==> config.mk <==
export PLATFORM = sky130hd
export DESIGN_NAME = scrb_top
export DESIGN_NICKNAME = d
export VERILOG_FILES = /design/src/logic/scrb_pkg.sv /design/src/logic/scrb_eeprom_loader.sv /design/src/logic/scrb_top.sv
export SDC_FILE = /design/constraint.sdc
export NUM_CORES = 1
export LEC_CHECK = 0
export BUFFER_PORTS_ARGS = -buffer_cell sky130_fd_sc_hd__buf_2
export CAP_MARGIN = 15
export CELL_PAD_IN_SITES_DETAIL_PLACEMENT = 1
export CELL_PAD_IN_SITES_GLOBAL_PLACEMENT = 2
export CORE_MARGIN = 2
export CORE_UTILIZATION = 30
export CTS_CLUSTER_SIZE = 40
export DETAILED_ROUTE_END_ITERATION = 8
export PLACE_DENSITY = 0.75
export SYNTH_ARGS = -nofsm -noshare
export SYNTH_HDL_FRONTEND = slang
export SYNTH_SLANG_ARGS = --single-unit
==> constraint.sdc <==
create_clock -name clk_sys_i -period 2.4 [get_ports clk_sys_i]
set_input_delay 0.12 -clock clk_sys_i [delete_from_list [all_inputs] [get_ports clk_sys_i]]
set_output_delay 0.12 -clock clk_sys_i [all_outputs]
set_load 0.005 [all_outputs]
==> src/logic/scrb_pkg.sv <==
// Package of offsets, field positions, reset values and timing for the control bank
`default_nettype none

package scrb_pkg;

    // Register byte offsets on the host register port
    localparam logic [7:0] OFF_EEPROM_CONTROL = 8'h22;
    localparam logic [7:0] OFF_MEMORY_SELFTEST_INFO = 8'h24;
    localparam logic [7:0] OFF_GLOBAL_RESET_CONTROL = 8'h26;
    localparam logic [7:0] OFF_WAKE_FRAME_CONTROL = 8'h2A;

    // eeprom_control fields
    localparam int EEC_DIR_BIT = 5;
    localparam int EEC_SWEN_BIT = 4;
    localparam int EEC_DIN_BIT = 3;
    localparam int EEC_DOUT_BIT = 2;
    localparam int EEC_SK_BIT = 1;
    localparam int EEC_CS_BIT = 0;
    localparam logic [2:0] EEC_PIN_CONTROL_RST = 3'h0;

    // memory_selftest_info fields
    localparam int MBI_TX_DONE_BIT = 12;
    localparam int MBI_TX_FAIL_BIT = 11;
    localparam int MBI_TX_CNT_LSB = 8;
    localparam int MBI_RX_DONE_BIT = 4;
    localparam int MBI_RX_FAIL_BIT = 3;
    localparam int MBI_RX_CNT_LSB = 0;

    // global_reset_control fields
    localparam int GRC_QUEUE_BIT = 1;
    localparam int GRC_GLOBAL_BIT = 0;
    localparam logic [1:0] GRC_RST = 2'h0;

    // wake_frame_control fields
    localparam int WFC_SIG_BIT = 7;
    localparam logic [3:0] WFC_PATTERN_RST = 4'h0;

    // Automatic address load: first EEPROM word and last word index
    localparam logic [5:0] EE_FIRST_WORD = 6'h01;
    localparam logic [1:0] EE_LAST_INDEX = 2'h2;
    localparam logic [2:0] EE_READ_CMD = 3'h6;  // start bit then read opcode
    localparam logic [4:0] EE_CMD_LAST_BIT = 5'h08;
    localparam logic [4:0] EE_DATA_LAST_BIT = 5'h0F;

    // Serial clock timing: least half period of the EEPROM clock
    localparam int CLK_PERIOD_NS = 10;
    localparam int EE_HALF_NS = 1000;
    localparam int EE_HALF_CYC = (EE_HALF_NS + CLK_PERIOD_NS - 1) / CLK_PERIOD_NS;

    // Loader states
    typedef enum logic [2:0] {
        LD_IDLE = 3'b000,
        LD_SELECT = 3'b001,
        LD_CMD = 3'b010,
        LD_DATA = 3'b011,
        LD_GAP = 3'b100
    } scrb_ld_state_e;

endpackage : scrb_pkg

`default_nettype wire

==> src/logic/scrb_eeprom_loader.sv <==
// Serial EEPROM reader that fetches the host address words after reset
`default_nettype none

module scrb_eeprom_loader #(
    parameter int HALF_CYC = scrb_pkg::EE_HALF_CYC
) (
    input wire logic clk_sys_i,        // System clock
    input wire logic rst_i,            // Sync reset, high
    input wire logic start_i,          // Begin a load
    input wire logic din_i,            // EEPROM data pin level
    output logic busy_o,               // Load in progress
    output logic cs_o,                 // Chip select
    output logic sk_o,                 // Serial clock
    output logic dout_o,               // Data toward EEPROM
    output logic doe_o,                // Data pin drive enable
    output logic word_wr_o,            // Address word strobe
    output logic [1:0] word_sel_o,     // 0 low, 1 mid, 2 high
    output logic [15:0] word_data_o    // Address word
);

    if (HALF_CYC < 1 || HALF_CYC > 255) begin : g_bad_half
        $error("HALF_CYC must lie in 1..255");
    end

    scrb_pkg::scrb_ld_state_e state, next_state;
    logic [7:0] tick_cnt, next_tick_cnt;
    logic [4:0] bit_cnt, next_bit_cnt;
    logic [1:0] word_idx, next_word_idx;
    logic [15:0] shreg, next_shreg;
    logic cs, next_cs, sk, next_sk, dout, next_dout;
    logic word_wr, next_word_wr;
    logic tick;

    assign tick = (tick_cnt == 8'h00);

    // Step the serial sequence once per half clock period
    always_comb begin
        next_state = state;
        next_tick_cnt = tick ? 8'(HALF_CYC - 1) : tick_cnt - 8'h01;
        next_bit_cnt = bit_cnt;
        next_word_idx = word_idx;
        next_shreg = shreg;
        next_cs = cs;
        next_sk = sk;
        next_dout = dout;
        next_word_wr = 1'b0;
        unique case (state)
            scrb_pkg::LD_IDLE: begin
                next_tick_cnt = 8'(HALF_CYC - 1);
                if (start_i) begin
                    next_state = scrb_pkg::LD_SELECT;
                    next_word_idx = 2'h0;
                end
            end
            scrb_pkg::LD_SELECT: if (tick) begin
                next_cs = 1'b1;
                next_sk = 1'b0;
                next_bit_cnt = scrb_pkg::EE_CMD_LAST_BIT;
                next_shreg = {scrb_pkg::EE_READ_CMD,
                    scrb_pkg::EE_FIRST_WORD + {4'h0, word_idx}, 7'h00};
                next_dout = scrb_pkg::EE_READ_CMD[2];
                next_state = scrb_pkg::LD_CMD;
            end
            scrb_pkg::LD_CMD: if (tick) begin
                if (!sk) begin
                    next_sk = 1'b1;
                end else begin
                    next_sk = 1'b0;
                    if (bit_cnt == 5'h00) begin
                        next_bit_cnt = scrb_pkg::EE_DATA_LAST_BIT;
                        next_state = scrb_pkg::LD_DATA;
                    end else begin
                        next_bit_cnt = bit_cnt - 5'h01;
                        next_shreg = {shreg[14:0], 1'b0};
                        next_dout = shreg[14];
                    end
                end
            end
            scrb_pkg::LD_DATA: if (tick) begin
                if (!sk) begin
                    next_sk = 1'b1;
                end else begin
                    next_sk = 1'b0;
                    next_shreg = {shreg[14:0], din_i};  // Sample before next rise
                    if (bit_cnt == 5'h00) begin
                        next_word_wr = 1'b1;
                        next_state = scrb_pkg::LD_GAP;
                    end else begin
                        next_bit_cnt = bit_cnt - 5'h01;
                    end
                end
            end
            scrb_pkg::LD_GAP: if (tick) begin
                next_cs = 1'b0;
                if (word_idx == scrb_pkg::EE_LAST_INDEX) begin
                    next_state = scrb_pkg::LD_IDLE;
                end else begin
                    next_word_idx = word_idx + 2'h1;
                    next_state = scrb_pkg::LD_SELECT;
                end
            end
            default: next_state = scrb_pkg::LD_IDLE;
        endcase
    end

    // Loader registers
    always_ff @(posedge clk_sys_i) begin
        if (rst_i) begin
            state <= scrb_pkg::LD_IDLE;
            tick_cnt <= 8'h00;
            bit_cnt <= 5'h00;
            word_idx <= 2'h0;
            shreg <= 16'h0000;
            cs <= 1'b0;
            sk <= 1'b0;
            dout <= 1'b0;
            word_wr <= 1'b0;
        end else begin
            state <= next_state;
            tick_cnt <= next_tick_cnt;
            bit_cnt <= next_bit_cnt;
            word_idx <= next_word_idx;
            shreg <= next_shreg;
            cs <= next_cs;
            sk <= next_sk;
            dout <= next_dout;
            word_wr <= next_word_wr;
        end
    end

    assign busy_o = (state != scrb_pkg::LD_IDLE);
    assign cs_o = cs;
    assign sk_o = sk;
    assign dout_o = dout;
    assign doe_o = (state == scrb_pkg::LD_CMD);
    assign word_wr_o = word_wr;
    assign word_sel_o = word_idx;
    assign word_data_o = shreg;

endmodule : scrb_eeprom_loader

`default_nettype wire

==> src/logic/scrb_top.sv <==
// System control register bank: EEPROM access, self test status, soft resets, wake enables
// Summary of operation
// - EEPROM present: load address after rst_i or global soft reset
// - Access bit 4 hands pins to software
// - Bit 5 write-only: 0 read, 1 write
// - Bit 3 returns live EEPROM data pin
// - Bits 2..0 drive data, clock, select pins
// - Run memory self test after rst_i or global soft reset
// - Transmit test: done 12, fail 11, count 10-8
// - Receive test: done 4, fail 3, count 2-0
// - Queue reset bit 1 flushes queue manager
// - Global reset bit 0 resets whole core
// - Reset bits read-write, active while one
// - Bit 7 enables signature packet detection
// - Bits 3..0 enable wake patterns 3..0
// - Latch data pin at reset as presence
// - Load words 1,2,3 into low, mid, high
`default_nettype none

module scrb_top #(
    parameter int EE_HALF_CYC = scrb_pkg::EE_HALF_CYC
) (
    input wire logic clk_sys_i,                  // System clock
    input wire logic rst_i,                      // Sync reset, high
    input wire logic [7:0] reg_addr_i,           // Register byte address
    input wire logic [1:0] reg_be_i,             // Byte enables
    input wire logic reg_wr_i,                   // Write strobe
    input wire logic reg_rd_i,                   // Read strobe
    input wire logic [15:0] reg_wdata_i,         // Write data
    output logic [15:0] reg_rdata_o,             // Read data
    output logic reg_ack_o,                      // Access done
    input wire logic eeprom_data_pin_i,          // Data pin level
    output logic eeprom_data_pin_o,              // Data pin drive value
    output logic eeprom_data_pin_oe_o,           // Data pin drive enable
    output logic eeprom_clock_pin_o,             // Serial clock pin
    output logic eeprom_select_pin_o,            // Chip select pin
    output logic eeprom_present_o,               // EEPROM fitted
    output logic eeprom_load_busy_o,             // Address load running
    output logic host_addr_wr_o,                 // Address word strobe
    output logic [1:0] host_addr_sel_o,          // 0 low, 1 mid, 2 high
    output logic [15:0] host_addr_data_o,        // Address word
    output logic mem_test_start_o,               // Self test start pulse
    input wire logic tx_mem_test_done_i,         // Transmit test done
    input wire logic tx_mem_test_failed_i,       // Transmit test failed
    input wire logic [2:0] tx_mem_fail_count_i,  // Transmit fail count
    input wire logic rx_mem_test_done_i,         // Receive test done
    input wire logic rx_mem_test_failed_i,       // Receive test failed
    input wire logic [2:0] rx_mem_fail_count_i,  // Receive fail count
    output logic queue_manager_reset_o,          // Queue manager soft reset
    output logic global_reset_o,                 // Core soft reset
    output logic signature_packet_detect_enable_o,  // Signature detect on
    output logic [3:0] wake_pattern_enable_o     // Wake pattern enables
);

    // Word hit on a register offset
    function automatic logic reg_hit(input logic [7:0] addr, input logic [7:0] off);
        return addr[7:1] == off[7:1];
    endfunction : reg_hit

    // Control state
    logic [2:0] eeprom_pin_control, next_eeprom_pin_control;
    logic eeprom_sw_access_enable, next_eeprom_sw_access_enable;
    logic eeprom_sw_direction, next_eeprom_sw_direction;
    logic [1:0] grc, next_grc;
    logic signature_packet_detect_enable, next_signature_packet_detect_enable;
    logic [3:0] wake_pattern_enable, next_wake_pattern_enable;
    logic [15:0] selftest_info, next_selftest_info;
    logic eeprom_present, next_eeprom_present;
    logic start, next_start;
    logic [15:0] rdata, next_rdata;
    logic ack, next_ack;
    logic pin_dout, next_pin_dout, pin_doe, next_pin_doe;
    logic pin_sk, next_pin_sk, pin_cs, next_pin_cs;

    // Loader wiring
    logic ld_rst, ld_busy, ld_cs, ld_sk, ld_dout, ld_doe;
    logic wr_lo;

    assign wr_lo = reg_wr_i & reg_be_i[0];
    assign ld_rst = rst_i | grc[scrb_pkg::GRC_GLOBAL_BIT];

    // Automatic address fetch engine
    scrb_eeprom_loader #(
        .HALF_CYC(EE_HALF_CYC)
    ) u_loader (
        .clk_sys_i(clk_sys_i),
        .rst_i(ld_rst),
        .start_i(start & eeprom_present),
        .din_i(eeprom_data_pin_i),
        .busy_o(ld_busy),
        .cs_o(ld_cs),
        .sk_o(ld_sk),
        .dout_o(ld_dout),
        .doe_o(ld_doe),
        .word_wr_o(host_addr_wr_o),
        .word_sel_o(host_addr_sel_o),
        .word_data_o(host_addr_data_o)
    );

    // Register writes, soft reset effects and reset-time capture
    always_comb begin
        next_eeprom_pin_control = eeprom_pin_control;
        next_eeprom_sw_access_enable = eeprom_sw_access_enable;
        next_eeprom_sw_direction = eeprom_sw_direction;
        next_grc = grc;
        next_signature_packet_detect_enable = signature_packet_detect_enable;
        next_wake_pattern_enable = wake_pattern_enable;
        next_eeprom_present = eeprom_present;
        if (wr_lo && reg_hit(reg_addr_i, scrb_pkg::OFF_EEPROM_CONTROL)) begin
            next_eeprom_pin_control = reg_wdata_i[2:0];
            next_eeprom_sw_access_enable = reg_wdata_i[scrb_pkg::EEC_SWEN_BIT];
            next_eeprom_sw_direction = reg_wdata_i[scrb_pkg::EEC_DIR_BIT];
        end
        if (wr_lo && reg_hit(reg_addr_i, scrb_pkg::OFF_GLOBAL_RESET_CONTROL)) begin
            next_grc = reg_wdata_i[1:0];
        end
        if (wr_lo && reg_hit(reg_addr_i, scrb_pkg::OFF_WAKE_FRAME_CONTROL)) begin
            next_signature_packet_detect_enable = reg_wdata_i[scrb_pkg::WFC_SIG_BIT];
            next_wake_pattern_enable = reg_wdata_i[3:0];
        end
        if (grc[scrb_pkg::GRC_GLOBAL_BIT]) begin
            next_eeprom_pin_control = scrb_pkg::EEC_PIN_CONTROL_RST;
            next_eeprom_sw_access_enable = 1'b0;
            next_eeprom_sw_direction = 1'b0;
            next_signature_packet_detect_enable = 1'b0;
            next_wake_pattern_enable = scrb_pkg::WFC_PATTERN_RST;
            next_eeprom_present = eeprom_data_pin_i;
        end
        // Reset completes when the global bit falls
        next_start = grc[scrb_pkg::GRC_GLOBAL_BIT] & ~next_grc[scrb_pkg::GRC_GLOBAL_BIT];
    end

    // Self test status capture, cleared when a new test starts
    always_comb begin
        next_selftest_info = 16'h0000;
        if (!start) begin
            next_selftest_info[scrb_pkg::MBI_TX_DONE_BIT] = tx_mem_test_done_i;
            next_selftest_info[scrb_pkg::MBI_TX_FAIL_BIT] = tx_mem_test_failed_i;
            next_selftest_info[scrb_pkg::MBI_TX_CNT_LSB +: 3] = tx_mem_fail_count_i;
            next_selftest_info[scrb_pkg::MBI_RX_DONE_BIT] = rx_mem_test_done_i;
            next_selftest_info[scrb_pkg::MBI_RX_FAIL_BIT] = rx_mem_test_failed_i;
            next_selftest_info[scrb_pkg::MBI_RX_CNT_LSB +: 3] = rx_mem_fail_count_i;
        end
    end

    // Read data and acknowledge; unmapped offsets read zero
    always_comb begin
        next_ack = reg_rd_i | reg_wr_i;
        next_rdata = 16'h0000;
        if (reg_rd_i) begin
            if (reg_hit(reg_addr_i, scrb_pkg::OFF_EEPROM_CONTROL)) begin
                next_rdata[scrb_pkg::EEC_SWEN_BIT] = eeprom_sw_access_enable;
                next_rdata[scrb_pkg::EEC_DIN_BIT] = eeprom_data_pin_i;
                next_rdata[2:0] = eeprom_pin_control;
            end else if (reg_hit(reg_addr_i, scrb_pkg::OFF_MEMORY_SELFTEST_INFO)) begin
                next_rdata = selftest_info;
            end else if (reg_hit(reg_addr_i, scrb_pkg::OFF_GLOBAL_RESET_CONTROL)) begin
                next_rdata[1:0] = grc;
            end else if (reg_hit(reg_addr_i, scrb_pkg::OFF_WAKE_FRAME_CONTROL)) begin
                next_rdata[scrb_pkg::WFC_SIG_BIT] = signature_packet_detect_enable;
                next_rdata[3:0] = wake_pattern_enable;
            end
            if (!reg_be_i[0]) begin
                next_rdata[7:0] = 8'h00;
            end
            if (!reg_be_i[1]) begin
                next_rdata[15:8] = 8'h00;
            end
        end
    end

    // EEPROM pin ownership
    always_comb begin
        if (eeprom_sw_access_enable) begin
            next_pin_dout = eeprom_pin_control[scrb_pkg::EEC_DOUT_BIT];
            next_pin_sk = eeprom_pin_control[scrb_pkg::EEC_SK_BIT];
            next_pin_cs = eeprom_pin_control[scrb_pkg::EEC_CS_BIT];
            next_pin_doe = eeprom_sw_direction;
        end else begin
            next_pin_dout = ld_dout;
            next_pin_sk = ld_sk;
            next_pin_cs = ld_cs;
            next_pin_doe = ld_doe;
        end
    end

    // State registers
    always_ff @(posedge clk_sys_i) begin
        if (rst_i) begin
            eeprom_pin_control <= scrb_pkg::EEC_PIN_CONTROL_RST;
            eeprom_sw_access_enable <= 1'b0;
            eeprom_sw_direction <= 1'b0;
            grc <= scrb_pkg::GRC_RST;
            signature_packet_detect_enable <= 1'b0;
            wake_pattern_enable <= scrb_pkg::WFC_PATTERN_RST;
            selftest_info <= 16'h0000;
            eeprom_present <= eeprom_data_pin_i;
            start <= 1'b1;
            rdata <= 16'h0000;
            ack <= 1'b0;
            pin_dout <= 1'b0;
            pin_doe <= 1'b0;
            pin_sk <= 1'b0;
            pin_cs <= 1'b0;
        end else begin
            eeprom_pin_control <= next_eeprom_pin_control;
            eeprom_sw_access_enable <= next_eeprom_sw_access_enable;
            eeprom_sw_direction <= next_eeprom_sw_direction;
            grc <= next_grc;
            signature_packet_detect_enable <= next_signature_packet_detect_enable;
            wake_pattern_enable <= next_wake_pattern_enable;
            selftest_info <= next_selftest_info;
            eeprom_present <= next_eeprom_present;
            start <= next_start;
            rdata <= next_rdata;
            ack <= next_ack;
            pin_dout <= next_pin_dout;
            pin_doe <= next_pin_doe;
            pin_sk <= next_pin_sk;
            pin_cs <= next_pin_cs;
        end
    end

    // Outputs
    assign reg_rdata_o = rdata;
    assign reg_ack_o = ack;
    assign eeprom_data_pin_o = pin_dout;
    assign eeprom_data_pin_oe_o = pin_doe;
    assign eeprom_clock_pin_o = pin_sk;
    assign eeprom_select_pin_o = pin_cs;
    assign eeprom_present_o = eeprom_present;
    assign eeprom_load_busy_o = ld_busy;
    assign mem_test_start_o = start;
    assign queue_manager_reset_o = grc[scrb_pkg::GRC_QUEUE_BIT];
    assign global_reset_o = grc[scrb_pkg::GRC_GLOBAL_BIT];
    assign signature_packet_detect_enable_o = signature_packet_detect_enable;
    assign wake_pattern_enable_o = wake_pattern_enable;

endmodule : scrb_top

`default_nettype wire

## Word-level counts from Yosys, hierarchy flattened

Cells that the tools add are included.

- Add/sub/neg operators: 4
- Eq/ne operators: 22
- Multiplexer cells: 59
- Bitwise logic cells: 13
- Reductions and logical operators: 29

Operators by type and width:

| cell | number |
|---|---|
| $mux 16 | 6 |
| $pmux 16 s3 | 1 |
| $mux 5 | 8 |
| $eq 7x5->1 const B | 4 |
| $mux 3 | 9 |
| $mux 1 | 20 |
| $ne 2x1->1 const B | 10 |
| $pmux 3 s5 | 1 |
| $pmux 5 s3 | 1 |
| $mux 7 | 2 |
| $reduce_and 7->1 | 2 |
| $mux 2 | 5 |
| $reduce_bool 2->1 | 5 |
| $reduce_or 5->1 | 2 |
| $reduce_and 9->1 | 1 |
| $logic_not 8->1 | 1 |
| $mux 4 | 2 |
| $not 1->1 | 8 |
| $reduce_or 4->1 | 2 |
| $sub 8x1->8 const B | 1 |
| $eq 3x2->1 const B | 2 |
| $ne 2x2->1 const B | 3 |
| $pmux 1 s2 | 3 |
| $reduce_and 3->1 | 2 |
| 17 further kinds | 26 |

- Register bits: 83
- Bits of input ports: 41
- Output and inout port bits: 50
- Word-level logic and storage cells: 156

## Logic depth before layout (Yosys ltp)

Gate-level depths: netlist (run 1).

- Depth after elaboration: 5
- Depth in mapped cells: 7

## Modules after synthesis

Synthesis (run 1) repeated with hierarchy kept, for this count alone.

- Cells, all modules: 395
- Area, all modules: 3,612.2 um^2

By module, submodules not included:

| module | times used | cells an instance | area an instance (um^2) | seq. area each (um^2) |
|---|---|---|---|---|
| scrb_eeprom_loader | 1 | 238 | 2,033.2 | 760.7 |
| scrb_top | 1 | 157 | 1,579.0 | 810.8 |

## Least setup slack after synthesis (run 1)

No wires, ideal clock.

- Path kind: register to register
- Start point: register u_loader.tick_cnt[0]
- End point: register u_loader.word_idx[1], in the netlist u_loader.word_sel_o[1]
- Library setup time: 0.074 ns
- Arrival: 1.941 ns
- Slack: 0.384 ns
- Cell stages (with the launch flop): 7
- Path buffers: 0
- Cell sequence: dfxtp_1 -> inv_1 -> ha_1 -> or3b_2 -> or4_4 -> or4_1 -> a31oi_1

- Longest elaborated chain between the ends: 3

Ends and longest elaborated chain:

| item | line | source |
|---|---|---|
| start: declaration | scrb_eeprom_loader.sv:26 | `logic [7:0] tick_cnt, next_tick_cnt;` |
| start signal: assignment | scrb_eeprom_loader.sv:120 | `tick_cnt <= next_tick_cnt;` |
| $logic_not 8->1 | scrb_eeprom_loader.sv:34 | `assign tick = (tick_cnt == 8'h00);` |
| $ne 2x1->1 (no line) | n/a |  |
| $reduce_and 4->1 (no line) | n/a |  |
| end signal: assignment | scrb_eeprom_loader.sv:122 | `word_idx <= next_word_idx;` |
| end: declaration | scrb_eeprom_loader.sv:28 | `logic [1:0] word_idx, next_word_idx;` |

Every way passes these cells.
A chain may end at the register's enable or synchronous reset.

## Final worst setup path (run 1)

Ends and elaborated chain as after synthesis.

==> results of run 1 <==
cell usage after synthesis (2+ instances only):
library cell   n
or4_4          2
a32oi_1        2
and4_1         2
o21a_1         2
nor2b_1        4
nand2_1       13
a311oi_1       4
ha_1           6
xnor2_1        3
and2_1        15
or3_1          4
nor3b_1        3
buf_4          5
a31oi_1        8
or4_1          3
a21oi_1       33
inv_1         13
a211oi_1       4
nand4_1       12
o21ai_0       21
nor3_1        12
o2111ai_1      4
or2_2          2
nand2b_1       4
and3_1         3
o31ai_1        2
clkbuf_1      23
nor4_1         6
nor2_1        39
nand3_1       14
mux2i_1       18
dfxtp_1       77
worst paths after layout:
kind / end / slack [ps]
worst max-delay path: u_loader.word_sel_o[1] / 240
worst min-delay path: eeprom_present_o / 7
worst max register to register: u_loader.word_sel_o[1] / 240
worst min register to register: reg_rdata_o[10] / 430
per-layer routing:
metal	vias to the layer above	routed length (µm)	GRT usage [%]
li1	1549	-	-
met1	1502	4759	23.23
met3	10	537	4.527
met5	-	0	0
met4	0	168	7.679
met2	79	4591	28.22
power groups by stage:
stage          logic, µW  registers [µW]  clock network (µW)
2_1_floorplan        248            1390                   0
3_3_place_gp         347            1410                   0
3_5_place_dp         355            1420                   0
4_1_cts              370            1390                1430
5_1_grt              417            1390                1480
6_report             368            1390                1380
cells in the final DEF (no fill, tap or decap), drive strengths merged, types with 12 or more instances in the layout:
master / n
buf: 90
and2: 15
a21oi: 33
dfxtp: 77
nor3: 12
o21ai: 21
nand2: 13
mux2i: 18
nor2: 39
nand4: 12
inv: 15
nand3: 14
area by class of cell:
type                       instances  area share (%)
multi-input combinational        265           37.98
inverter                          13           1.125
tap                              140           4.037
clock buffer                       9           5.190
timing repair buffer             101           13.78
sequential                        78           36.22
clock inverter                     7           1.672
registers in the layout (all words and copies together) (netlist names), 2 cells and up:
signal and count:
reg_rdata_o 11, grc 2, u_loader.word_sel_o 2, u_loader.word_data_o 16, u_loader.bit_cnt 5, eeprom_pin_control 3, u_loader.tick_cnt 8, selftest_info 10
wake_pattern_enable_o 4, u_loader.state 3
critical path, cell delays in order, from the launching register on:
cell     delay (ps)
dfxtp_1         330
inv_1            80
ha_1            170
or3b_2          510
or4_4           460
or4_1           420
a31oi_1         130
what timing repair did:
action,CTS,global route
hold buffers,11,0
endpoints found under the setup margin,0,0
hold endpoints to repair,11,0
resized for setup,0,0
stage by stage:
stage,power (µW),instance area [µm²],hold slack (ps),util [%],cells
after floorplan,1638,3397,218.9,-,385
after global placement,1760,3931,318.2,35.95,586
after detailed placement,1771,3931,325.0,35.95,586
after CTS,3184,4339,5.618,39.68,613
after global routing,3293,4339,9.342,39.68,613
final,3132,4339,7.466,39.68,613
cell families after synthesis:
family,synth area share (%)
AND/OR/NAND/NOR,23.68
other,0.1109
buffers and inverters,5.253
AO/OA/AOI/OAI,15.58
XOR/XNOR,1.036
multiplexers,5.660
flip-flops,46.47
adder cells (fa/ha/maj),2.220
==> impl_metrics.yaml, run 1 <==
clock_tree:
  cts_tree: "done"
  clk-insertion-delay-late_ps: 340
  root_buffer: "clkbuf_16"
  cts.path.max_buffers: 2
  clkSinkCount: 78
  numCtsBuffers: 9
  postCtsSetupRepairBufs: 0
  htreeDepth: 3
  clkTransAtPathRegs_ps: 60
critical_path:
  reg2regPathDepth: 6
  worstSetupStartpoint: "u_loader.tick_cnt[0]"
  r2r_start: "u_loader.tick_cnt[0]"
  startpoint_type: "flop"
  arrival_ps: 2440
  required_ps: 2670
  path_max_fanout: 5
  endpoint_kind: "flop"
  crit_type: "reg -> reg"
min_path:
  worstHoldStart: "eeprom_data_pin_i"
  hp-class: "in -> reg"
  holdPathStages: 1
die:
  coreArea_um2: 10940
  dieHeight_um: 110.2
  fp.dieArea_um2: 12140
  die_width_um: 110.2
  initial_core_util_pct: 30.93
  rows: 38
  io_pins: 91
run:
  cap_viol_max_count: 0
power:
  switching_share_pct: 26.53
  p_int_uw: 2301
  p_sw_uw: 831.0
  cellLeakagePower_uw: 0.001794
  clockPowerShare_pct: 44.0
  vdd_drop_max_mv: 0.3501
  p_per_area_nw_per_um2: 721.8
  p_seq_share_pct: 44.2
  power_frac_comb_pct: 11.8
layout:
  multi_input_area_um2: 1648
  layout-drive-gt1-share_pct: 24.74
  nets: 515
  diodes: 0
  num-fill-cells: 1306
  seqCellArea_um2: 1572
  areaGrowthSynthToFinish_pct: 28.30
sta:
  fin_crit_ps: 2164
  finClkSkew_ps: 5.894
  tns_ps: 0
  hold_viol: 0
  max-slew-margin-rel_pct: 60.75
  rsz0062_at_grt: "false"
  finalCritPeriodShare_pct: 90.15
  finalSetupViolations: 0
  final_max_slew_viol_count: 0
  worstMarginPinSlew_ps: 586.5
  setup_ws_ps: 236.5
  fmax_mhz: 462.2
route:
  drtAntennaViolNets: 0
  remaining_drc_errors: 0
  drt_wl_total_um: 10060
  via_per_inst: 5.122
  drt-pass1-iter-count: 4
  post_drt_wl_per_cell_um: 16.40
  drt_iter0_drc: 124
  vias: 3140
placed_design:
  gp_congestion: 0.7786
  dp_slack_ps: 248.0
  io_buffers: 75
  hpwl_um: 7125
grt:
  grt_first_pass_wirelength_um: 16530
  track_usage_pct: 17.91
  grt.overflow.total: 0
  grt_start_max_net_pins: 26
  antenna_found_initial: 0
  grt_pass1_vias: 3238
yosys:
  synth_seq_cells: 78
  ys_seq_area_share_pct: 46.47
  synthTopCellsByArea: "dfxtp_1 46%, mux2i_1 5.3%, a21oi_1 4.9%"
  synth_top_cell_area_share_pct: 45.58
  syn_avg_cell_area_um2: 8.877
  synth_area_um2: 3382
  synth_ff_type: "dfxtp_1"
  netlist_instances: 381
  synth_top_area_cell: "dfxtp_1"
  async_reset_ff_share_pct: 0
  synth-edff-count: 1
  ys_warn_count: 0
  synth_cell_types: 50
outcome:
  status: "finished, final reports clean"
Power figures use the tool's default switching activity.
==> inputs of run 2 (changes only) <==
--- a/config.mk
+++ b/config.mk
@@ -5,15 +5,15 @@
 export SDC_FILE = /design/constraint.sdc
 export NUM_CORES = 1
 export LEC_CHECK = 0
-export BUFFER_PORTS_ARGS = -buffer_cell sky130_fd_sc_hd__buf_2
 export CAP_MARGIN = 15
 export CELL_PAD_IN_SITES_DETAIL_PLACEMENT = 1
 export CELL_PAD_IN_SITES_GLOBAL_PLACEMENT = 2
 export CORE_MARGIN = 2
-export CORE_UTILIZATION = 30
+export CORE_UTILIZATION = 37
 export CTS_CLUSTER_SIZE = 40
 export DETAILED_ROUTE_END_ITERATION = 8
-export PLACE_DENSITY = 0.75
+export DONT_BUFFER_PORTS = 1
+export PLACE_DENSITY = 0.76
 export SYNTH_ARGS = -nofsm -noshare
 export SYNTH_HDL_FRONTEND = slang
 export SYNTH_SLANG_ARGS = --single-unit
==> run 2 against run 1 <==
Clock power shrank 17%. Critical path depth stayed put. Global-route usage increased by 1.5 points. Worst setup slack better by 9.1 ps. Worst hold slack got worse by 1.9 ps. Utilization up 5.5 points. Sequential power hardly changed. Routed wire length is 8.2% lower. Clock-buffer cell count unchanged. Critical path type unchanged.
==> impl_metrics.yaml, run 2 (same netlist as run 1, synthesis figures left out) <==
placed_design:
  placed_cells: 479
  place_area_um2: 3516
  io_buffers: 0
  dp_slack_ps: 275.5
  gp_congestion: 0.7890
  hpwl_um: 6417
power:
  p_sw_uw: 789.1
  power_frac_comb_pct: 11.7
  p_seq_share_pct: 48.3
  p_per_area_nw_per_um2: 721.2
  cellLeakagePower_uw: 0.001453
  finalPower_uw: 2867
  vdd_drop_max_mv: 0.3141
  clockPowerShare_pct: 39.9
  switching_share_pct: 27.53
  p_int_uw: 2078
layout:
  finalNonFillerCells: 518
  final_area_um2: 3975
  largest_register_ffs: 16
  mostFrequentLayoutCells: "77 x dfxtp_1, 39 x nor2_1, 33 x a21oi_1"
  diodes: 0
  nets: 452
  layout_commonest_cell: "dfxtp_1"
  areaGrowthSynthToFinish_pct: 17.54
  layout-drive-gt1-share_pct: 10.24
min_path:
  holdPathStages: 2
  worstHoldStart: "reg_be_i[0]"
  whs_endpoint: "reg_rdata_o[4]"
  hp-class: "in -> reg"
grt:
  track_usage_pct: 19.44
  grt_first_pass_wirelength_um: 15230
  antenna_found_initial: 0
  grt.overflow.total: 0
  grt_pass1_vias: 2966
  grt_start_max_net_pins: 22
route:
  remaining_drc_errors: 0
  post_drt_wl_per_cell_um: 17.82
  drt-pass1-iter-count: 4
  vias: 2870
  drt_iter0_drc: 90
  via_per_inst: 5.541
  drtAntennaViolNets: 0
  drt_wl_total_um: 9233
sta:
  fmax_mhz: 464.2
  hold_viol: 0
  max-slew-margin-rel_pct: 58.08
  final_max_slew_viol_count: 0
  worstMarginPinSlew_ps: 626.4
  finalSetupViolations: 0
  rsz0062_at_grt: "false"
  finalCritPeriodShare_pct: 89.77
  tns_ps: 0
  finClkSkew_ps: 8.866
  setup_ws_ps: 245.5
  fin_crit_ps: 2154
critical_path:
  arrival_ps: 2440
  reg2regPathDepth: 6
  path_max_fanout: 5
  crit_type: "reg -> reg"
  required_ps: 2690
  endpoint_kind: "flop"
  reg2reg_to: "u_loader.word_sel_o[1]"
  r2r_start: "u_loader.tick_cnt[0]"
  r2r_slack_ps: 250
  startpoint_type: "flop"
clock_tree:
  clkTransAtPathRegs_ps: 90
  postCtsSetupRepairBufs: 0
  post_cts_resize_count: 0
  cts_hold_buf: 23
  numCtsBuffers: 9
  clkSinkCount: 78
  cts_tree: "done"
  cts.path.max_buffers: 2
  root_buffer: "clkbuf_8"
  clk-insertion-delay-late_ps: 360
  htreeDepth: 3
die:
  coreArea_um2: 8806
  rows: 34
  die_width_um: 99.61
  dieHeight_um: 99.61
  fp.dieArea_um2: 9921
  initial_core_util_pct: 38.41
  io_pins: 91
run:
  cap_viol_max_count: 0
outcome:
  status: "finished, final reports clean"
==> run 2: cell count changes in the layout (fill, tap and decap cells not counted), sizes merged <==
cell / before / now
buf: 90 / 15
bufinv: 1 / 2
clkinvlp: 2 / 1
dlygate4sd3: 11 / 23
==> run 2: layer usage <==
layer,GRT usage (%),up-vias,wire length [µm]
met5,0,-,0
met4,6.744,0,154
met3,5.552,12,450
met2,31.55,55,4369
met1,24.81,1391,4259
li1,-,1412,-
==> run 2: per-stage QoR <==
step	hold slack (ps)	utilization [%]
after floorplan	218.9	-
after global placement	193.9	39.93
after detailed placement	196.8	39.93
after CTS	2.454	45.14
after global routing	21.53	45.14
final	5.547	45.14
==> run 2: worst max-delay path by stage <==
| stage | startpoint | endpoint | slack (ps) |
|---|---|---|---|
| after floorplan | u_loader.tick_cnt[0] | u_loader.word_sel_o[1] | 380 |
| after global placement | u_loader.tick_cnt[0] | u_loader.word_sel_o[1] | 280 |
| after detailed placement | u_loader.tick_cnt[0] | u_loader.word_sel_o[1] | 280 |
| after CTS | u_loader.tick_cnt[0] | u_loader.word_sel_o[1] | 240 |
| after global routing | u_loader.tick_cnt[0] | u_loader.word_sel_o[1] | 150 |
| final | u_loader.tick_cnt[0] | u_loader.word_sel_o[1] | 250 |
==> run 2: power groups by stage <==
stage	combinational [µW]	clock, µW	sequential (µW)
floorplan	248	0	1390
global placement	299	0	1420
detailed placement	301	0	1420
CTS	337	1170	1390
global route	377	1230	1400
finish	336	1140	1390
==> run 2: critical path, cell delays in order, from the launching register on <==
cell and delay (ps):
dfxtp_1 340, inv_1 80, ha_1 150, or3b_2 510, or4_4 460, or4_1 410
a31oi_1 140
==> run 2: final cells by class <==
| type | count | area, µm² |
|---|---|---|
| timing repair buffer | 38 | 342.8 |
| clock buffer | 9 | 123.9 |
| inverter | 13 | 48.80 |
| fill | 1042 | 4831 |
| clock inverter | 7 | 105.1 |
| multi-input combinational | 265 | 1648 |
| sequential | 78 | 1572 |
| tap | 108 | 135.1 |
